$ cat config.mk
export PLATFORM = sky130hd
export DESIGN_NAME = flash_host
export DESIGN_NICKNAME = d
export VERILOG_FILES = /design/src/hw/axil_regs_slave.v /design/src/hw/flash_bus_cycle.v /design/src/hw/flash_host.v
export VERILOG_INCLUDE_DIRS = /design/src /design/src/hw
export SDC_FILE = /design/constraint.sdc
export NUM_CORES = 1
export LEC_CHECK = 0
export BUFFER_PORTS_ARGS = -buffer_cell sky130_fd_sc_hd__buf_2
export CORE_MARGIN = 2
export CORE_UTILIZATION = 40
export DETAILED_ROUTE_END_ITERATION = 12
export GPL_ROUTABILITY_DRIVEN = 0
export SETUP_SLACK_MARGIN = 0.15
export SLEW_MARGIN = 0
export SYNTH_ARGS = -nofsm -noshare
export SYNTH_HDL_FRONTEND = slang
export SYNTH_HIERARCHICAL = 1
export SYNTH_SLANG_ARGS = --single-unit
$ cat constraint.sdc
create_clock -name clk_sys_i -period 3.8 [get_ports clk_sys_i]
set_input_delay 0.76 -clock clk_sys_i [delete_from_list [all_inputs] [get_ports clk_sys_i]]
set_output_delay 0.76 -clock clk_sys_i [all_outputs]
set_load 0.02 [all_outputs]
$ cat src/hw/flash_host_defines.vh
// register map, command codes and timing counts of the flash host controller
`ifndef FLASH_HOST_DEFINES_VH
`define FLASH_HOST_DEFINES_VH

// register byte offsets on the control bus
`define REG_CTRL 6'h00
`define REG_ADDR 6'h04
`define REG_WDATA 6'h08
`define REG_STATUS 6'h0C
`define REG_RDATA 6'h10

// operation codes written to the control register
`define OP_NONE 4'h0
`define OP_READ 4'h1
`define OP_PROG 4'h2
`define OP_SERASE 4'h3
`define OP_ADDSEC 4'h4
`define OP_CERASE 4'h5
`define OP_WAIT 4'h6
`define OP_RESET 4'h7
`define OP_SUSPEND 4'h8
`define OP_RESUME 4'h9

// status register bit positions
`define ST_BUSY 0
`define ST_DONE 1
`define ST_FAIL 2
`define ST_REFUSED 3
`define ST_WIN_PRE 4
`define ST_WIN_POST 5
`define ST_RDY 6
`define ST_LOCKOUT 7

// status bits on the flash data bus
`define DQ_RUN_TOGGLE 6
`define DQ_TIME_LIMIT 5
`define DQ_ERASE_WINDOW 3

// step kinds and address selects of the command sequencer
`define K_END 2'b00
`define K_WR 2'b01
`define K_RD 2'b10
`define K_POLL 2'b11
`define A_UNLOCK1 2'b00
`define A_UNLOCK2 2'b01
`define A_USER 2'b10
`define A_USER_DATA 2'b11

// unlock addresses and command bytes in word mode
`define UNLOCK1_ADDR 20'h00555
`define UNLOCK2_ADDR 20'h002AA
`define CMD_UNLOCK1 8'hAA
`define CMD_UNLOCK2 8'h55
`define CMD_PROGRAM 8'hA0
`define CMD_ERASE_SETUP 8'h80
`define CMD_SECTOR_ERASE 8'h30
`define CMD_CHIP_ERASE 8'h10
`define CMD_RESET 8'hF0
`define CMD_SUSPEND 8'hB0
`define CMD_RESUME 8'h30

// pin timing: times in ns, counts in 20 ns clock cycles (least times round up)
`define CLK_PERIOD_NS 20
`define T_SETUP_NS 20
`define T_WR_PULSE_NS 40
`define T_RD_ACCESS_NS 70
`define T_HOLD_NS 20
`define SETUP_CYC ((`T_SETUP_NS + `CLK_PERIOD_NS - 1) / `CLK_PERIOD_NS)
`define WR_CYC ((`T_WR_PULSE_NS + `CLK_PERIOD_NS - 1) / `CLK_PERIOD_NS)
`define RD_CYC (((`T_RD_ACCESS_NS + `CLK_PERIOD_NS - 1) / `CLK_PERIOD_NS) + 2)
`define HOLD_CYC ((`T_HOLD_NS + `CLK_PERIOD_NS - 1) / `CLK_PERIOD_NS)

`endif

$ cat src/hw/axil_regs_slave.v
// AXI4-Lite slave front end: one write and one read in flight
`timescale 1ns/1ps
module axil_regs_slave #(
  parameter AW = 6
) (
  // clock and reset
  input wire clk_sys_i,
  input wire rstn_i,
  // write address and data
  input wire [AW-1:0] s_awaddr_i,
  input wire s_awvalid_i,
  output wire s_awready_o,
  input wire [31:0] s_wdata_i,
  input wire [3:0] s_wstrb_i,
  input wire s_wvalid_i,
  output wire s_wready_o,
  // write response
  output reg [1:0] s_bresp_o,
  output reg s_bvalid_o,
  input wire s_bready_i,
  // read address and data
  input wire [AW-1:0] s_araddr_i,
  input wire s_arvalid_i,
  output wire s_arready_o,
  output reg [31:0] s_rdata_o,
  output reg [1:0] s_rresp_o,
  output reg s_rvalid_o,
  input wire s_rready_i,
  // register file side
  output wire wr_en_o,
  output reg [AW-1:0] wr_addr_o,
  output reg [31:0] wr_data_o,
  output reg [3:0] wr_strb_o,
  input wire wr_err_i,
  output wire [AW-1:0] rd_addr_o,
  output wire rd_en_o,
  input wire [31:0] rd_data_i,
  input wire rd_err_i
);

  reg aw_full_q;
  reg w_full_q;

  // each channel takes one item until the response has been accepted
  assign s_awready_o = !aw_full_q && !s_bvalid_o;
  assign s_wready_o = !w_full_q && !s_bvalid_o;
  assign wr_en_o = aw_full_q && w_full_q && !s_bvalid_o;
  assign s_arready_o = !s_rvalid_o;
  assign rd_en_o = s_arvalid_i && !s_rvalid_o;
  assign rd_addr_o = s_araddr_i;

  // write path: address and data in either order, response after both
  always @(posedge clk_sys_i) begin
    if (!rstn_i) begin
      aw_full_q <= 1'b0;
      w_full_q <= 1'b0;
      wr_addr_o <= {AW{1'b0}};
      wr_data_o <= 32'h00000000;
      wr_strb_o <= 4'h0;
      s_bvalid_o <= 1'b0;
      s_bresp_o <= 2'b00;
    end else begin
      if (s_awvalid_i && s_awready_o) begin
        aw_full_q <= 1'b1;
        wr_addr_o <= s_awaddr_i;
      end
      if (s_wvalid_i && s_wready_o) begin
        w_full_q <= 1'b1;
        wr_data_o <= s_wdata_i;
        wr_strb_o <= s_wstrb_i;
      end
      if (wr_en_o) begin
        aw_full_q <= 1'b0;
        w_full_q <= 1'b0;
        s_bvalid_o <= 1'b1;
        s_bresp_o <= wr_err_i ? 2'b10 : 2'b00;
      end else if (s_bvalid_o && s_bready_i) begin
        s_bvalid_o <= 1'b0;
      end
    end
  end

  // read path: data sampled on the address handshake
  always @(posedge clk_sys_i) begin
    if (!rstn_i) begin
      s_rvalid_o <= 1'b0;
      s_rdata_o <= 32'h00000000;
      s_rresp_o <= 2'b00;
    end else if (rd_en_o) begin
      s_rvalid_o <= 1'b1;
      s_rdata_o <= rd_err_i ? 32'h00000000 : rd_data_i;
      s_rresp_o <= rd_err_i ? 2'b10 : 2'b00;
    end else if (s_rvalid_o && s_rready_i) begin
      s_rvalid_o <= 1'b0;
    end
  end

endmodule // axil_regs_slave

$ cat src/hw/flash_bus_cycle.v
// one asynchronous read or write cycle on the flash strobe pins
`timescale 1ns/1ps
`include "flash_host_defines.vh"
module flash_bus_cycle #(
  parameter AW = 20,
  parameter DW = 16,
  parameter SETUP = `SETUP_CYC,
  parameter WR_PULSE = `WR_CYC,
  parameter RD_PULSE = `RD_CYC,
  parameter HOLD = `HOLD_CYC
) (
  // clock and reset
  input wire clk_sys_i,
  input wire rstn_i,
  // cycle request
  input wire start_i,
  input wire is_write_i,
  input wire [AW-1:0] addr_i,
  input wire [DW-1:0] wdata_i,
  output reg done_o,
  output reg [DW-1:0] rdata_o,
  // flash pins
  output reg [AW-1:0] flash_addr_o,
  input wire [DW-1:0] flash_dq_i,
  output reg [DW-1:0] flash_dq_o,
  output reg flash_dq_oe_o,
  output reg ce_n_o,
  output reg oe_n_o,
  output reg we_n_o
);

  localparam P_IDLE = 4'b0001;
  localparam P_SETUP = 4'b0010;
  localparam P_PULSE = 4'b0100;
  localparam P_HOLD = 4'b1000;

  reg [3:0] ph_q;
  reg [7:0] cnt_q;
  reg wr_q;
  reg [DW-1:0] dq_m_q;
  reg [DW-1:0] dq_s_q;

  // data pins are asynchronous to us; the read pulse covers this delay
  always @(posedge clk_sys_i) begin
    dq_m_q <= flash_dq_i;
    dq_s_q <= dq_m_q;
  end

  // strobes rest high from reset on, so no write edge appears at power-up
  always @(posedge clk_sys_i) begin
    if (!rstn_i) begin
      ph_q <= P_IDLE;
      cnt_q <= 8'h00;
      wr_q <= 1'b0;
      done_o <= 1'b0;
      rdata_o <= {DW{1'b0}};
      flash_addr_o <= {AW{1'b0}};
      flash_dq_o <= {DW{1'b0}};
      flash_dq_oe_o <= 1'b0;
      ce_n_o <= 1'b1;
      oe_n_o <= 1'b1;
      we_n_o <= 1'b1;
    end else begin
      done_o <= 1'b0;
      case (ph_q)
        P_IDLE: begin
          if (start_i) begin
            wr_q <= is_write_i;
            flash_addr_o <= addr_i;
            flash_dq_o <= wdata_i;
            flash_dq_oe_o <= is_write_i;
            ce_n_o <= 1'b0;
            cnt_q <= SETUP[7:0];
            ph_q <= P_SETUP;
          end
        end
        P_SETUP: begin
          if (cnt_q <= 8'h01) begin
            // write: chip enable and write enable low, output enable high
            we_n_o <= !wr_q;
            // reads are paced by output enable, chip enable held low
            oe_n_o <= wr_q;
            cnt_q <= wr_q ? WR_PULSE[7:0] : RD_PULSE[7:0];
            ph_q <= P_PULSE;
          end else begin
            cnt_q <= cnt_q - 8'h01;
          end
        end
        P_PULSE: begin
          if (cnt_q <= 8'h01) begin
            if (!wr_q) begin
              rdata_o <= dq_s_q;
            end
            we_n_o <= 1'b1;
            oe_n_o <= 1'b1;
            cnt_q <= HOLD[7:0];
            ph_q <= P_HOLD;
          end else begin
            cnt_q <= cnt_q - 8'h01;
          end
        end
        P_HOLD: begin
          if (cnt_q <= 8'h01) begin
            ce_n_o <= 1'b1;
            flash_dq_oe_o <= 1'b0;
            done_o <= 1'b1;
            ph_q <= P_IDLE;
          end else begin
            cnt_q <= cnt_q - 8'h01;
          end
        end
        default: ph_q <= P_IDLE;
      endcase
    end
  end

endmodule // flash_bus_cycle

$ cat src/hw/flash_host.v
// host controller issuing command sequences and status polls to a flash
`timescale 1ns/1ps
`include "flash_host_defines.vh"
module flash_host #(
  parameter FAW = 20,
  parameter FDW = 16
) (
  // clock and reset
  input wire clk_sys_i,
  input wire rstn_i,
  // AXI4-Lite write channels
  input wire [5:0] s_awaddr_i,
  input wire s_awvalid_i,
  output wire s_awready_o,
  input wire [31:0] s_wdata_i,
  input wire [3:0] s_wstrb_i,
  input wire s_wvalid_i,
  output wire s_wready_o,
  output wire [1:0] s_bresp_o,
  output wire s_bvalid_o,
  input wire s_bready_i,
  // AXI4-Lite read channels
  input wire [5:0] s_araddr_i,
  input wire s_arvalid_i,
  output wire s_arready_o,
  output wire [31:0] s_rdata_o,
  output wire [1:0] s_rresp_o,
  output wire s_rvalid_o,
  input wire s_rready_i,
  // flash pins
  output wire [FAW-1:0] flash_addr_o,
  input wire [FDW-1:0] flash_dq_i,
  output wire [FDW-1:0] flash_dq_o,
  output wire flash_dq_oe_o,
  output wire ce_n_o,
  output wire oe_n_o,
  output wire we_n_o,
  input wire ready_busy_n_i,
  // supply monitor, high while below the lockout threshold
  input wire lockout_threshold_i
);

  localparam S_IDLE = 4'b0001;
  localparam S_FETCH = 4'b0010;
  localparam S_WAIT = 4'b0100;
  localparam S_DONE = 4'b1000;

  reg [3:0] st_q;
  reg [3:0] op_q;
  reg [2:0] idx_q;
  reg [1:0] poll_q;
  reg [FDW-1:0] prev_q;
  reg [FAW-1:0] addr_q;
  reg [FDW-1:0] wdata_q;
  reg [FDW-1:0] rdata_q;
  reg done_q;
  reg fail_q;
  reg refused_q;
  reg [1:0] win_q;
  reg start_q;
  reg cyc_wr_q;
  reg [FAW-1:0] cyc_addr_q;
  reg [FDW-1:0] cyc_data_q;
  reg rb_m_q;
  reg rb_s_q;
  reg lk_m_q;
  reg lk_s_q;

  wire wr_en;
  wire [5:0] wr_addr;
  wire [31:0] wr_data;
  wire [3:0] wr_strb;
  wire [5:0] rd_addr;
  wire cyc_done;
  wire [FDW-1:0] cyc_rdata;
  wire [11:0] step;
  wire [1:0] kind;
  wire [1:0] asel;
  wire toggled;
  reg [31:0] rd_data;
  reg rd_err;
  reg wr_err;

  // one sequencer step: kind, address select and command byte
  function [11:0] step_of;
    input [3:0] op;
    input [2:0] idx;
    begin
      step_of = {`K_END, `A_UNLOCK1, 8'h00};
      case ({op, idx})
        {`OP_READ, 3'd0}: step_of = {`K_RD, `A_USER, 8'h00};
        {`OP_PROG, 3'd0}, {`OP_SERASE, 3'd0}, {`OP_SERASE, 3'd3},
        {`OP_CERASE, 3'd0}, {`OP_CERASE, 3'd3}:
          step_of = {`K_WR, `A_UNLOCK1, `CMD_UNLOCK1};
        {`OP_PROG, 3'd1}, {`OP_SERASE, 3'd1}, {`OP_SERASE, 3'd4},
        {`OP_CERASE, 3'd1}, {`OP_CERASE, 3'd4}:
          step_of = {`K_WR, `A_UNLOCK2, `CMD_UNLOCK2};
        {`OP_PROG, 3'd2}: step_of = {`K_WR, `A_UNLOCK1, `CMD_PROGRAM};
        {`OP_PROG, 3'd3}: step_of = {`K_WR, `A_USER_DATA, 8'h00};
        {`OP_PROG, 3'd4}, {`OP_CERASE, 3'd6}, {`OP_WAIT, 3'd0}:
          step_of = {`K_POLL, `A_USER, 8'h00};
        {`OP_SERASE, 3'd2}, {`OP_CERASE, 3'd2}:
          step_of = {`K_WR, `A_UNLOCK1, `CMD_ERASE_SETUP};
        {`OP_SERASE, 3'd5}, {`OP_ADDSEC, 3'd1}:
          step_of = {`K_WR, `A_USER, `CMD_SECTOR_ERASE};
        {`OP_CERASE, 3'd5}: step_of = {`K_WR, `A_UNLOCK1, `CMD_CHIP_ERASE};
        {`OP_ADDSEC, 3'd0}, {`OP_ADDSEC, 3'd2}:
          step_of = {`K_RD, `A_USER, 8'h00};
        {`OP_RESET, 3'd0}: step_of = {`K_WR, `A_UNLOCK1, `CMD_RESET};
        {`OP_SUSPEND, 3'd0}: step_of = {`K_WR, `A_USER, `CMD_SUSPEND};
        {`OP_RESUME, 3'd0}: step_of = {`K_WR, `A_USER, `CMD_RESUME};
        default: step_of = {`K_END, `A_UNLOCK1, 8'h00};
      endcase
    end
  endfunction

  // byte-lane merge for register writes
  function [31:0] merge;
    input [31:0] old;
    input [31:0] nw;
    input [3:0] strb;
    integer i;
    begin
      merge = old;
      for (i = 0; i < 4; i = i + 1) begin
        if (strb[i]) begin
          merge[i*8 +: 8] = nw[i*8 +: 8];
        end
      end
    end
  endfunction

  // command unlocks and command bytes are fixed by the sequence table; data words come from wdata_q
  assign step = step_of(op_q, idx_q);
  assign kind = step[11:10];
  assign asel = step[9:8];
  // two consecutive status reads differ only while an algorithm runs
  assign toggled = prev_q[`DQ_RUN_TOGGLE] != cyc_rdata[`DQ_RUN_TOGGLE];

  // merged register words; only the implemented low bits are kept
  wire [31:0] addr_mrg;
  wire [31:0] wdata_mrg;
  assign addr_mrg = merge({{(32-FAW){1'b0}}, addr_q}, wr_data, wr_strb);
  assign wdata_mrg = merge({{(32-FDW){1'b0}}, wdata_q}, wr_data, wr_strb);

  ////////////////////////////////////////////////////////////////////////
  // pin inputs pass two flip-flops before use
  always @(posedge clk_sys_i) begin
    rb_m_q <= ready_busy_n_i;
    rb_s_q <= rb_m_q;
    lk_m_q <= lockout_threshold_i;
    lk_s_q <= lk_m_q;
  end

  ////////////////////////////////////////////////////////////////////////
  // register read decode
  always @* begin
    rd_data = 32'h00000000;
    rd_err = 1'b0;
    if (rd_addr == `REG_CTRL) begin
      rd_data[3:0] = op_q;
    end else if (rd_addr == `REG_ADDR) begin
      rd_data[FAW-1:0] = addr_q;
    end else if (rd_addr == `REG_WDATA) begin
      rd_data[FDW-1:0] = wdata_q;
    end else if (rd_addr == `REG_STATUS) begin
      rd_data[`ST_BUSY] = !st_q[0];
      rd_data[`ST_DONE] = done_q;
      rd_data[`ST_FAIL] = fail_q;
      rd_data[`ST_REFUSED] = refused_q;
      rd_data[`ST_WIN_PRE] = win_q[1];
      rd_data[`ST_WIN_POST] = win_q[0];
      rd_data[`ST_RDY] = rb_s_q;
      rd_data[`ST_LOCKOUT] = lk_s_q;
    end else if (rd_addr == `REG_RDATA) begin
      rd_data[FDW-1:0] = rdata_q;
    end else begin
      rd_err = 1'b1;
    end
  end

  // write decode flags unmapped addresses and REG_RDATA
  always @* begin
    wr_err = 1'b1;
    if (wr_addr == `REG_CTRL || wr_addr == `REG_ADDR) begin
      wr_err = 1'b0;
    end else if (wr_addr == `REG_WDATA || wr_addr == `REG_STATUS) begin
      wr_err = 1'b0;
    end
  end

  ////////////////////////////////////////////////////////////////////////
  // register writes and the command sequencer
  always @(posedge clk_sys_i) begin
    if (!rstn_i) begin
      st_q <= S_IDLE;
      op_q <= `OP_NONE;
      idx_q <= 3'd0;
      poll_q <= 2'd0;
      prev_q <= {FDW{1'b0}};
      addr_q <= {FAW{1'b0}};
      wdata_q <= {FDW{1'b0}};
      rdata_q <= {FDW{1'b0}};
      done_q <= 1'b0;
      fail_q <= 1'b0;
      refused_q <= 1'b0;
      win_q <= 2'b00;
      start_q <= 1'b0;
      cyc_wr_q <= 1'b0;
      cyc_addr_q <= {FAW{1'b0}};
      cyc_data_q <= {FDW{1'b0}};
    end else begin
      start_q <= 1'b0;
      if (wr_en && st_q == S_IDLE) begin
        if (wr_addr == `REG_ADDR) begin
          addr_q <= addr_mrg[FAW-1:0];
        end else if (wr_addr == `REG_WDATA) begin
          wdata_q <= wdata_mrg[FDW-1:0];
        end else if (wr_addr == `REG_CTRL && wr_strb[0]) begin
          // a supply below threshold would drop every write cycle anyway
          if (lk_s_q && wr_data[3:0] != `OP_READ &&
              wr_data[3:0] != `OP_WAIT) begin
            refused_q <= 1'b1;
          end else if (wr_data[3:0] != `OP_NONE) begin
            op_q <= wr_data[3:0];
            idx_q <= 3'd0;
            poll_q <= 2'd0;
            done_q <= 1'b0;
            fail_q <= 1'b0;
            refused_q <= 1'b0;
            st_q <= S_FETCH;
          end
        end
      end else if (wr_en && wr_addr == `REG_CTRL) begin
        // orders given while busy are dropped and reported
        refused_q <= 1'b1;
      end
      case (st_q)
        S_IDLE: begin
        end
        S_FETCH: begin
          if (kind == `K_END) begin
            st_q <= S_DONE;
          end else begin
            start_q <= 1'b1;
            cyc_wr_q <= (kind == `K_WR);
            if (asel == `A_UNLOCK1) begin
              cyc_addr_q <= `UNLOCK1_ADDR;
            end else if (asel == `A_UNLOCK2) begin
              cyc_addr_q <= `UNLOCK2_ADDR;
            end else begin
              cyc_addr_q <= addr_q;
            end
            cyc_data_q <= (asel == `A_USER_DATA) ? wdata_q :
                          {{(FDW-8){1'b0}}, step[7:0]};
            st_q <= S_WAIT;
          end
        end
        S_WAIT: begin
          if (cyc_done) begin
            st_q <= S_FETCH;
            if (kind == `K_RD) begin
              rdata_q <= cyc_rdata;
              // window flag sampled around the extra sector cycle
              win_q <= {win_q[0], cyc_rdata[`DQ_ERASE_WINDOW]};
              idx_q <= idx_q + 3'd1;
            end else if (kind == `K_WR) begin
              idx_q <= idx_q + 3'd1;
            end else begin
              rdata_q <= cyc_rdata;
              prev_q <= cyc_rdata;
              if (poll_q == 2'd0 || poll_q == 2'd2) begin
                poll_q <= poll_q + 2'd1;
              end else if (!toggled) begin
                // steady run toggle bit: the algorithm has ended
                poll_q <= 2'd0;
                idx_q <= idx_q + 3'd1;
              end else if (poll_q == 2'd3) begin
                // still toggling after the limit flag: failed operation
                fail_q <= 1'b1;
                op_q <= `OP_RESET;
                idx_q <= 3'd0;
                poll_q <= 2'd0;
              end else if (cyc_rdata[`DQ_TIME_LIMIT]) begin
                // limit flag only counts while the toggle shows busy
                poll_q <= 2'd2;
              end
            end
          end
        end
        S_DONE: begin
          done_q <= 1'b1;
          st_q <= S_IDLE;
        end
        default: st_q <= S_IDLE;
      endcase
    end
  end

  ////////////////////////////////////////////////////////////////////////
  // bus slave and pin cycle engine
  axil_regs_slave #(
    .AW(6)
  ) u_slave (
    .clk_sys_i(clk_sys_i), .rstn_i(rstn_i),
    .s_awaddr_i(s_awaddr_i), .s_awvalid_i(s_awvalid_i),
    .s_awready_o(s_awready_o), .s_wdata_i(s_wdata_i),
    .s_wstrb_i(s_wstrb_i), .s_wvalid_i(s_wvalid_i),
    .s_wready_o(s_wready_o), .s_bresp_o(s_bresp_o),
    .s_bvalid_o(s_bvalid_o), .s_bready_i(s_bready_i),
    .s_araddr_i(s_araddr_i), .s_arvalid_i(s_arvalid_i),
    .s_arready_o(s_arready_o), .s_rdata_o(s_rdata_o),
    .s_rresp_o(s_rresp_o), .s_rvalid_o(s_rvalid_o),
    .s_rready_i(s_rready_i), .wr_en_o(wr_en), .wr_addr_o(wr_addr),
    .wr_data_o(wr_data), .wr_strb_o(wr_strb), .wr_err_i(wr_err),
    .rd_addr_o(rd_addr), .rd_en_o(), .rd_data_i(rd_data),
    .rd_err_i(rd_err)
  );

  flash_bus_cycle #(
    .AW(FAW),
    .DW(FDW)
  ) u_cycle (
    .clk_sys_i(clk_sys_i), .rstn_i(rstn_i), .start_i(start_q),
    .is_write_i(cyc_wr_q), .addr_i(cyc_addr_q), .wdata_i(cyc_data_q),
    .done_o(cyc_done), .rdata_o(cyc_rdata), .flash_addr_o(flash_addr_o),
    .flash_dq_i(flash_dq_i), .flash_dq_o(flash_dq_o),
    .flash_dq_oe_o(flash_dq_oe_o), .ce_n_o(ce_n_o), .oe_n_o(oe_n_o),
    .we_n_o(we_n_o)
  );

endmodule // flash_host

# Word level (Yosys, flattened, before mapping)
# Memories as Yosys holds them, arrays and structs flattened. A register that Yosys moved wholly into a read port is not among the register bits.
# Cells that the tools add are included.
[word_totals]
regBits = 290
out_inout_bits = 81
romBits = 1536
n_memories = 1
[mem_list]
columns = ["name", "depth", "word_bits", "rd", "rd_clocked_by_memory_dff", "write_ports", "line_no", "source"]
rows = [
  ["(no name shown)", 128, 12, 1, 1, 0, "flash_host.v:90", "case ({op, idx})"],
]
[op_classes]
order_cmp = 1
n_mux = 126
addsub = 3
n_bitwise = 6
n_reduce_logical = 58
eq_ne = 37
[ops]
columns = ["operator", "n"]
rows = [
  ["$mux 16", 7],
  ["$mux 4", 27],
  ["$mux 20", 3],
  ["$mux 8", 6],
  ["$mux 1", 45],
  ["$mux 3", 14],
  ["$mux 2", 16],
  ["$pmux 8 s4", 1],
  ["$reduce_and 3->1", 9],
  ["$eq 6x4->1 const B", 4],
  ["$ne 2x1->1 const B", 8],
  ["$pmux 4 s4", 1],
  ["$reduce_and 4->1", 4],
  ["$reduce_bool 2->1", 8],
  ["$logic_and 1x1->1", 14],
  ["$eq 6x3->1 const B", 2],
  ["$logic_not 6->1", 2],
  ["$pmux 4 s3", 1],
  ["$eq 2x2->1 const B", 4],
  ["$eq 4x1->1 const B", 2],
  ["$eq 4x2->1 const B", 2],
  ["$eq 4x3->1 const B", 2],
  ["$eq 4x4->1 const B", 2],
  ["$le 8x1->1 const B", 1],
  ["21 further kinds", 46],
]

# Logic depth before layout (Yosys ltp)
# Gate-level depths: netlist (run 1).
[logic_depth]
depth_word = 16
depth_mapped = 14

# Hierarchy
# Netlist (run 1), hierarchy kept.
[modules_own_cells]
columns = ["module", "n_inst", "cells_each", "area_per_inst_um2"]
rows = [
  ["flash_host", 1, 689, 5708.0],
  ["flash_bus_cycle", 1, 362, 3465.8],
  ["axil_regs_slave", 1, 367, 3171.8],
]

# Least setup slack after synthesis (run 1)
# Ideal clock, no wire load.
[synth_timing]
kind = "flip-flop to flip-flop"
start = "register u_slave.s_bvalid_o"
end = "register, netlist name step[5]"
path_slack_ps = 792
arrival_time_ps = 2930
stages_incl_launch_ff = 14
setup_time_ps = 79
period_less_slack_ps = 3008
cell_sequence = "dfxtp_1 > nand3b_1 > inv_1 > inv_1 > nor4_4 > nand4_4 > buf_6 > a21oi_1 > a211oi_1 > inv_1 > ha_1 > a2111oi_0 > o21ai_0 > o211ai_1"
[synth_via]
elab_chain_len = 12
[synth_rtl]
columns = ["item", "line_no", "source"]
rows = [
  ["start, declared", "axil_regs_slave.v:19", "output reg s_bvalid_o,"],
  ["start signal, assigned", "axil_regs_slave.v:60", "s_bvalid_o <= 1'b0;"],
  ["start signal, assigned", "axil_regs_slave.v:75", "s_bvalid_o <= 1'b1;"],
  ["start signal, assigned", "axil_regs_slave.v:78", "s_bvalid_o <= 1'b0;"],
  ["$logic_not 1->1 *", "axil_regs_slave.v:47", "assign wr_en_o = aw_full_q && w_full_q && !s_bvalid_o;"],
  ["$logic_and 1x1->1 *", "axil_regs_slave.v:47", ""],
  ["net wr_en", "flash_host.v:69", "wire wr_en;"],
  ["$logic_and 1x1->1 *", "flash_host.v:214", "if (wr_en && st_q == S_IDLE) begin"],
  ["$mux 3 / $mux 4 (equally long branches)", "flash_host.v:214", ""],
  ["$mux 3 / $mux 4 (equally long branches)", "flash_host.v:278", "end else if (poll_q == 2'd3) begin"],
  ["$mux 3 / $mux 4 (equally long branches)", "flash_host.v:274", "end else if (!toggled) begin"],
  ["$mux 3 / $mux 4 (equally long branches)", "flash_host.v:272", "if (poll_q == 2'd0 || poll_q == 2'd2) begin"],
  ["$mux 3 / $mux 4 (equally long branches)", "flash_host.v:267", "end else if (kind == `K_WR) begin"],
  ["$mux 3 / $mux 4 (equally long branches)", "flash_host.v:262", "if (kind == `K_RD) begin"],
  ["$mux 3 / $mux 4 (equally long branches)", "flash_host.v:260", "if (cyc_done) begin"],
  ["$mux 3 / $mux 4 (equally long branches)", "flash_host.v:238", "case (st_q)"],
  ["$mux 7 (no line) *", "-", ""],
]
# Mark *: on every way through the listed nets, which the timed path passes. The rest lies on a longest branch.
# A chain may end at the register's enable or synchronous reset.

# Worst setup path after layout (run 1)
[layout_timing]
start = "register st_q[0]"
end = "register, netlist name step[5]"
[layout_via]
elab_chain_len = 11
[layout_rtl]
columns = ["item", "line_no", "source"]
rows = [
  ["start, declared", "flash_host.v:48", "reg [3:0] st_q;"],
  ["start signal, assigned", "flash_host.v:196", "st_q <= S_IDLE;"],
  ["start signal, assigned", "flash_host.v:231", "st_q <= S_FETCH;"],
  ["start signal, assigned", "flash_host.v:243", "st_q <= S_DONE;"],
  ["$eq 4x1->1", "flash_host.v:214", ""],
  ["$logic_and 1x1->1", "flash_host.v:214", ""],
  ["$mux 3 / $mux 4 (equally long branches)", "flash_host.v:214", ""],
  ["$mux 3 / $mux 4 (equally long branches)", "flash_host.v:278", ""],
  ["$mux 3 / $mux 4 (equally long branches)", "flash_host.v:274", ""],
  ["$mux 3 / $mux 4 (equally long branches)", "flash_host.v:272", ""],
  ["$mux 3 / $mux 4 (equally long branches)", "flash_host.v:267", ""],
  ["$mux 3 / $mux 4 (equally long branches)", "flash_host.v:262", ""],
  ["$mux 3 / $mux 4 (equally long branches)", "flash_host.v:260", ""],
  ["$mux 3 / $mux 4 (equally long branches)", "flash_host.v:238", ""],
  ["$mux 7 (no line) *", "-", ""],
]
# Every way passes the cells marked *; elsewhere a longest branch is shown, timed or not.

==> results of run 1 <==
-- state kept, by name (all words and copies together), names as in the netlist, 20 cells and up, named ones only --
signal	cells
cyc_addr_q	20
u_cycle/flash_addr_o	20
addr_q	20
u_slave/s_rdata_o	32
u_slave/wr_data_o	20
-- layout make-up --
class	count	area [µm²]
Clock inverter	18	268
Clock buffer	40	870
Timing Repair Buffer	159	851
Tap cell	390	488
Sequential cell	292	5850
Multi-Input combinational cell	955	5480
Inverter	29	109
Fill cell	2913	15600
-- through the flow --
stage	setup slack [ns]	hold WS, ns	total power, mW
2_1_floorplan	0.792	0.310	3.37
3_3_place_gp	0.420	0.313	3.45
3_5_place_dp	0.367	0.314	3.45
4_1_cts	0.325	0.268	6.74
5_1_grt	0.193	0.273	6.90
6_report	0.405	0.294	6.68
-- metal layers --
metal | up-vias | track usage | wire [µm]
li1 | 4926 | - | -
met1 | 4515 | 0.283 | 15200
met2 | 258 | 0.299 | 13500
met3 | 46 | 0.0241 | 1490
met4 | 0 | 0.0417 | 616
met5 | - | 0 | 0
-- how the worst max path moves through the flow --
stage | start | slack, ns | cells after the start | to
2_1_floorplan | u_slave/s_bvalid_o | 0.79 | 13 | step[5]
3_3_place_gp | st_q[2] | 0.42 | 10 | step[5]
3_5_place_dp | step[10] | 0.37 | 11 | step[5]
4_1_cts | st_q[2] | 0.33 | 10 | step[5]
5_1_grt | st_q[0] | 0.19 | 11 | step[5]
6_report | st_q[0] | 0.40 | 11 | step[5]
-- power by group --
part           total (mW)  switching, mW  internal, mW
clock                3.30           1.27          2.03
combinational       0.229          0.151        0.0779
sequential           3.15         0.0417          3.11
total                6.68           1.46          5.22
-- cell usage in the layout (no fill, tap or decap), drive strengths merged, types with 11 or more instances in the layout --
cell type and instances:
a211oi 12, a21boi 39, a21oi 127, a22o 20, a311oi 13, and2 11, and3 13, buf 159
clkbuf 40, conb 14, dfxtp 292, ha 13, inv 30, mux2i 28, nand2 293, nand2b 17
nand3 53, nand3b 35, nor2 77, nor3 13, nor4 12, o21ai 50
-- worst max-delay path, delay by kind of cell, from the launching register on --
| family | cells | cell delay, ns |
|---|---|---|
| AOI/OAI and AO/OA | 4 | 0.69 |
| adders and majority gates | 1 | 0.24 |
| buffers and inverters | 1 | 0.18 |
| DFF | 1 | 0.53 |
| and+or+nand+nor | 5 | 1.67 |
==> impl_metrics.env, run 1 <==
export IMPL_status="finished clean"
export IMPL_ys_warn_count=6
export IMPL_leakage_nw=5.36
export IMPL_clockBufferDepth=3
export IMPL_worstPathMaxFanout=11
export IMPL_crit_path_start_kind="register"
export IMPL_cts_sinks=292
export IMPL_track_usage=0.192
export IMPL_min_period_ns=3.40
export IMPL_viasPerCell=5.18
export IMPL_crit_path_end_kind="register"
export IMPL_cts_tree="done"
export IMPL_timing_setup_tns_ns=0
export IMPL_skew_ns=0.0166
export IMPL_core_area_um2=29500
export IMPL_antenna_found_initial=1
export IMPL_slew_headroom=0.384
export IMPL_dieArea_um2=31100
export IMPL_fin_area_um2=13900
export IMPL_crit_required_ns=4.29
export IMPL_arrival_ns=3.88
export IMPL_dp_hpwl_mm=21.8
export IMPL_num_vias=9745
export IMPL_avgSynthCellArea_um2=8.72
export IMPL_grt_pass1_vias=8823
export IMPL_die_w_um=176
export IMPL_wl_per_cell_um=16.4
export IMPL_area_delta_synth_final_pct=16.9
export IMPL_r2r_start="st_q[0]"
export IMPL_stdcell_count=1883
export IMPL_grt_overflow_total=0
export IMPL_worstSetupPathType="reg -> reg"
export IMPL_cp_cell_sequence="or4b_4 > nor4_4 > nand4_4 > a21oi_1 > a211oi_2 > inv_1 > ha_1 > nand3_1 > nor3_1 > o21ai_0 > o211ai_1"
export IMPL_io_buffers=138
export IMPL_final_max_slew_viol_count=0
export IMPL_placed_area_um2=12800
export IMPL_worst_r2r_cell_count=11
export IMPL_postRouteAntennaNets=0
export IMPL_cts_made_buffers=31
export IMPL_finalSetupViolCount=0
export IMPL_min_to="u_cycle/dq_m_q[15]"
export IMPL_reg2reg_slack_ns=0.40
export IMPL_grt_pass1_wl_mm=48.3
export IMPL_cts_root_buf="clkbuf_16"
export IMPL_holdCritStartpoint="flash_dq_i[15]"
export IMPL_critical_path_max_stage_delay_ns=0.58
export IMPL_cts_hold_buf=0
export IMPL_min_path_type="in -> reg"
export IMPL_cts_setup_buffers=0
export IMPL_hold_depth=1
export IMPL_drt_pass1_iter_count=4
export IMPL_maxCapViolCount=0
export IMPL_peakVddDrop_uv=331
export IMPL_clkTransAtPathRegs_ns=0.06
export IMPL_start_util=0.404
export IMPL_die_height_um=176
export IMPL_drc=0
export IMPL_hold_viol_final=0
export IMPL_grt_max_degree=85
export IMPL_rsz0062_at_grt="false"
export IMPL_final_util=0.472
export IMPL_synth_area_um2=11900
export IMPL_drt_wl_total_mm=30.8
export IMPL_dr_first_iter_drc_count=843
export IMPL_io_pins=154
export IMPL_rows=63
export IMPL_p_per_area_nw_per_um2=480
export IMPL_fin_nets=1554
export IMPL_num_antenna_cells=0
export IMPL_cpMaxStageDelayCell="or4b_4"
export IMPL_r2r_end="step[5]"
export IMPL_netlist_instances=1365
export IMPL_drive_gt1_frac=0.168
export IMPL_cts_resized=0
export IMPL_max_freq_mhz=295
export IMPL_worst_pin_slew_ns=0.925
export IMPL_fin_crit_sh=0.893
export IMPL_dpl_cell_count=1825
export IMPL_htreeDepth=1
export IMPL_clk_latency_ns=0.57
Power figures use the tool's default switching activity.
==> run 2: changes to the inputs <==
Settings changed: ABC_AREA set to 1.
==> impl_metrics.env, run 2 <==
export IMPL_num_antenna_cells=0
export IMPL_final_common_cell="nand2_1"
export IMPL_hold_viol_final=0
export IMPL_arrival_ns=3.46
export IMPL_clkTransAtPathRegs_ns=0.06
export IMPL_viasPerCell=4.86
export IMPL_crit_required_ns=4.28
export IMPL_netlist_instances=1695
export IMPL_crit_path_start_kind="register"
export IMPL_grt_pass1_wl_mm=52.4
export IMPL_route_top_layer_used="met4"
export IMPL_p_per_area_nw_per_um2=450
export IMPL_p_seq_frac=0.498
export IMPL_drt_wl_total_mm=31.8
export IMPL_pwr_share_comb=0.060
export IMPL_largest_reg_flops=32
export IMPL_ys_warn_count=6
export IMPL_rows=64
export IMPL_area_delta_synth_final_pct=14.3
export IMPL_die_w_um=181
export IMPL_skew_ns=0.0253
export IMPL_netSwitchingPower_mw=1.49
export IMPL_leakage_nw=6.68
export IMPL_clockPowerShare=0.442
export IMPL_holdCritStartpoint="flash_dq_i[8]"
export IMPL_drt_pass1_iter_count=5
export IMPL_fin_nets=1885
export IMPL_worstPathMaxFanout=6
export IMPL_clockBufferDepth=3
export IMPL_grt_overflow_total=0
export IMPL_intPower_mw=4.92
export IMPL_clk_latency_ns=0.55
export IMPL_track_usage=0.192
export IMPL_worst_pin_slew_ns=1.09
export IMPL_start_util=0.407
export IMPL_htreeDepth=1
export IMPL_wl_per_cell_um=14.3
export IMPL_critical_path_max_stage_delay_ns=0.39
export IMPL_wl_met3_mm=1.94
export IMPL_synth_area_um2=12500
export IMPL_cts_resized=0
export IMPL_rsz0062_at_grt="false"
export IMPL_dieArea_um2=32600
export IMPL_final_max_slew_viol_count=0
export IMPL_worstSetupPathType="reg -> reg"
export IMPL_drive_gt1_frac=0.146
export IMPL_cpMostUsedCell="inv_1"
export IMPL_crit_path_end_kind="register"
export IMPL_fin_crit_sh=0.784
export IMPL_placed_area_um2=13300
export IMPL_status="finished clean"
export IMPL_drc=0
export IMPL_final_cell_mix="nand2_1 (346), dfxtp_1 (292), nor2_1 (263), inv_1 (178), buf_2 (137)"
export IMPL_finalSetupViolCount=0
export IMPL_die_height_um=181
export IMPL_min_period_ns=2.98
export IMPL_cp_cell_sequence="inv_1 > nand3_1 > inv_1 > inv_1 > nor2_8 > nand3_4 > nor2_2 > nor2_1 > o21ai_0 > a21oi_1 > buf_4 > inv_1 > ha_1 > inv_1 > nor2_4 > nand2_4 > nand2_1 > nand2_1 > a21oi_1 > nand2_1 > nand2_1"
export IMPL_cts_setup_buffers=0
export IMPL_crit_path_start="u_slave/s_bvalid_o"
export IMPL_fin_area_um2=14300
export IMPL_cpMaxStageDelayCell="dfxtp_1"
export IMPL_avgSynthCellArea_um2=7.36
export IMPL_cts_hold_buf=0
export IMPL_dp_hpwl_mm=22.5
export IMPL_maxCapViolCount=0
export IMPL_timing_setup_tns_ns=0
export IMPL_num_vias=10800
export IMPL_slew_headroom=0.273
export IMPL_min_path_type="in -> reg"
export IMPL_setup_slack_ns=0.821
export IMPL_max_freq_mhz=336
export IMPL_postRouteAntennaNets=0
export IMPL_io_buffers=138
export IMPL_dp_slack_ns=0.847
export IMPL_r2r_start="u_slave/s_bvalid_o"
export IMPL_wl_met2_mm=12.9
export IMPL_sw_frac_of_total=0.233
export IMPL_grt_max_degree=80
export IMPL_peakVddDrop_uv=408
export IMPL_wl_met1_mm=16.4
export IMPL_final_util=0.465
export IMPL_fillers=3197
export IMPL_cts_sinks=292
export IMPL_top_register="u_slave/s_rdata_o"
export IMPL_cts_tree="done"
export IMPL_cts_made_buffers=30
export IMPL_core_area_um2=30700
export IMPL_dr_first_iter_drc_count=718
export IMPL_cts_root_buf="clkbuf_16"
export IMPL_grt_pass1_vias=9994
export IMPL_io_pins=154
export IMPL_antenna_found_initial=0
run 2: worst max-delay path, delay by kind of cell, from the launching register on:
family | cells | cell delay (ns)
fa+ha+maj | 1 | 0.16
flops | 1 | 0.39
buf+inv | 6 | 0.75
simple gates | 11 | 1.20
compound gates | 3 | 0.42
run 2: final cells by class:
type	instances	area, µm²	share of cell area
clock buffer	45	878	0.0616
tap	396	495	0.0348
sequential	292	5850	0.410
multi-input combinational	1134	5460	0.383
inverter	190	714	0.0501
clock inverter	8	67.6	0.00474
timing repair buffer	151	791	0.0555
run 2: worst paths after layout:
path | to | slack [ns] | cells past startpoint
max | step[9] | 0.82 | 21
min | u_cycle/dq_m_q[8] | 0.31 | 1
max reg2reg | step[9] | 0.82 | 21
min reg2reg | u_cycle/dq_s_q[14] | 0.32 | 0
run 2: per-stage QoR:
stage	power (mW)	instances	hold WS, ns
after detailed placement	3.64	2163	0.312
after floorplan	3.55	1707	0.310
after CTS	6.47	2216	0.289
after global routing	6.68	2216	0.286
after global placement	3.64	2163	0.314
final	6.41	2216	0.311
run 2: metal layers:
metal  vias up  GRT usage
met5         -          0
met4         0     0.0381
met3        33     0.0305
met2       277      0.279
met1      4872      0.297
li1       5593          -
run 2: power by group through the flow:
stage	clock, mW	sequential (mW)	combinational (mW)
after floorplan	0	3.27	0.272
after global placement	0	3.26	0.382
after detailed placement	0	3.26	0.386
after CTS	2.89	3.19	0.387
after global routing	3.04	3.20	0.439
final	2.83	3.19	0.384
==> run 3: changes to the inputs <==
Clock period 3.8 ns to 2.8 ns, I/O delays scaled along.
==> impl_metrics.env, run 3 (synthesis results as in run 2) <==
export IMPL_status="finished clean"
export IMPL_cts_made_buffers=31
export IMPL_peakVddDrop_uv=606
export IMPL_wl_per_cell_um=14.5
export IMPL_top_register="u_slave/s_rdata_o"
export IMPL_arrival_ns=2.86
export IMPL_grt_max_degree=104
export IMPL_max_freq_mhz=416
export IMPL_crit_path_end_kind="register"
export IMPL_leakage_nw=6.83
export IMPL_maxCapViolCount=0
export IMPL_drc=0
export IMPL_final_common_cell="nand2_1"
export IMPL_core_area_um2=30700
export IMPL_final_util=0.474
export IMPL_drt_pass1_iter_count=5
export IMPL_rsz0062_at_grt="false"
export IMPL_clkTransAtPathRegs_ns=0.06
export IMPL_cts_sinks=292
export IMPL_hold_viol_final=0
export IMPL_final_cell_mix="nand2_1 (344), dfxtp_1 (288), nor2_1 (262), inv_1 (173), buf_2 (137)"
export IMPL_cts_root_buf="clkbuf_16"
export IMPL_io_pins=154
export IMPL_min_path_type="in -> reg"
export IMPL_antenna_found_initial=0
export IMPL_postRouteAntennaNets=0
export IMPL_htreeDepth=1
export IMPL_dieArea_um2=32600
export IMPL_viasPerCell=4.90
export IMPL_holdCritStartpoint="flash_dq_i[12]"
export IMPL_num_vias=11000
export IMPL_drt_wl_total_mm=32.4
export IMPL_track_usage=0.195
export IMPL_crit_path_start="step[11]"
export IMPL_largest_reg_flops=32
export IMPL_grt_pass1_wl_mm=53.0
export IMPL_area_delta_synth_final_pct=16.5
export IMPL_crit_path_start_kind="register"
export IMPL_r2r_start="step[11]"
export IMPL_start_util=0.407
export IMPL_dr_first_iter_drc_count=858
export IMPL_fin_area_um2=14500
export IMPL_timing_setup_tns_ns=0
export IMPL_io_buffers=138
export IMPL_fin_crit_sh=0.859
export IMPL_crit_required_ns=3.26
export IMPL_cts_tree="done"
export IMPL_finalSetupViolCount=0
export IMPL_worst_pin_slew_ns=0.947
export IMPL_clockBufferDepth=3
export IMPL_fin_nets=1908
export IMPL_worstPathMaxFanout=4
export IMPL_skew_ns=0.0143
export IMPL_fillers=3084
export IMPL_rows=64
export IMPL_clk_latency_ns=0.57
export IMPL_grt_overflow_total=0
export IMPL_worstSetupPathType="reg -> reg"
export IMPL_die_height_um=181
export IMPL_placed_area_um2=13400
export IMPL_num_antenna_cells=0
export IMPL_min_period_ns=2.40
export IMPL_grt_pass1_vias=10200
export IMPL_cts_hold_buf=0
export IMPL_drive_gt1_frac=0.166
export IMPL_p_per_area_nw_per_um2=617
export IMPL_die_w_um=181
export IMPL_whs_ns=0.0844
export IMPL_slew_headroom=0.368
export IMPL_dp_hpwl_mm=22.7
export IMPL_final_max_slew_viol_count=0
[run 3: where the power goes]
group	internal [mW]	total (mW)	leakage (nW)	switching [mW]
logic	0.185	0.546	3.94	0.361
clock network	2.39	4.09	0.504	1.70
registers	4.26	4.34	2.38	0.0733
total	6.83	8.97	6.83	2.13
[run 3: what timing repair did]
action                     in CTS  in global routing
gates resized for setup         3                 15
setup endpoints to repair      10                 10
pin swaps                       2                  7
setup buffers                   0                  8
[run 3: per-layer routing]
metal  wire [µm]  vias up  track usage
li1            -     5631            -
met3        2070       56       0.0331
met4         891        0       0.0558
met1       16600     4965        0.300
met5           0        -            0
met2       12900      327        0.276
[run 3: worst paths after layout]
check                           depth (start not counted)  slack (ns)                  to
worst max-delay path                                   18        0.40             step[9]
worst min-delay path                                    1        0.08  u_cycle/dq_m_q[12]
worst max register to register                         18        0.40             step[9]
worst min register to register                          0        0.33  u_cycle/dq_s_q[14]
[run 3: through the flow]
step / power [mW] / cells / setup slack [ns]
after detailed placement: 4.96 / 2177 / 0.0918
final: 8.97 / 2242 / 0.396
after CTS: 9.05 / 2234 / 0.150
after global routing: 9.31 / 2242 / 0.154
after global placement: 4.95 / 2177 / 0.159
after floorplan: 4.81 / 1707 / 0.162
[run 3: area by class of cell]
cell class | instances | area, µm² | share of cell area
Inverter | 190 | 714 | 0.0492
Multi-Input combinational cell | 1134 | 5490 | 0.378
Timing Repair Buffer | 173 | 956 | 0.0658
Clock buffer | 45 | 888 | 0.0611
Sequential cell | 292 | 5850 | 0.403
Tap cell | 396 | 495 | 0.0341
Clock inverter | 12 | 131 | 0.00904
[run 3: critical path, stage by stage (launching register included)]
cell and delay, ns:
dfxtp_1 0.34, inv_1 0.06, ha_1 0.21, nor2_1 0.11, buf_4 0.15, a21oi_1 0.09
a21oi_1 0.15, nand2_1 0.09, a21oi_1 0.17, inv_1 0.12, ha_1 0.20, inv_2 0.11
nor2_4 0.05, nand2_4 0.08, nand2_1 0.05, nand2_1 0.08, a21oi_1 0.07, nand2_1 0.10
nand2_1 0.05
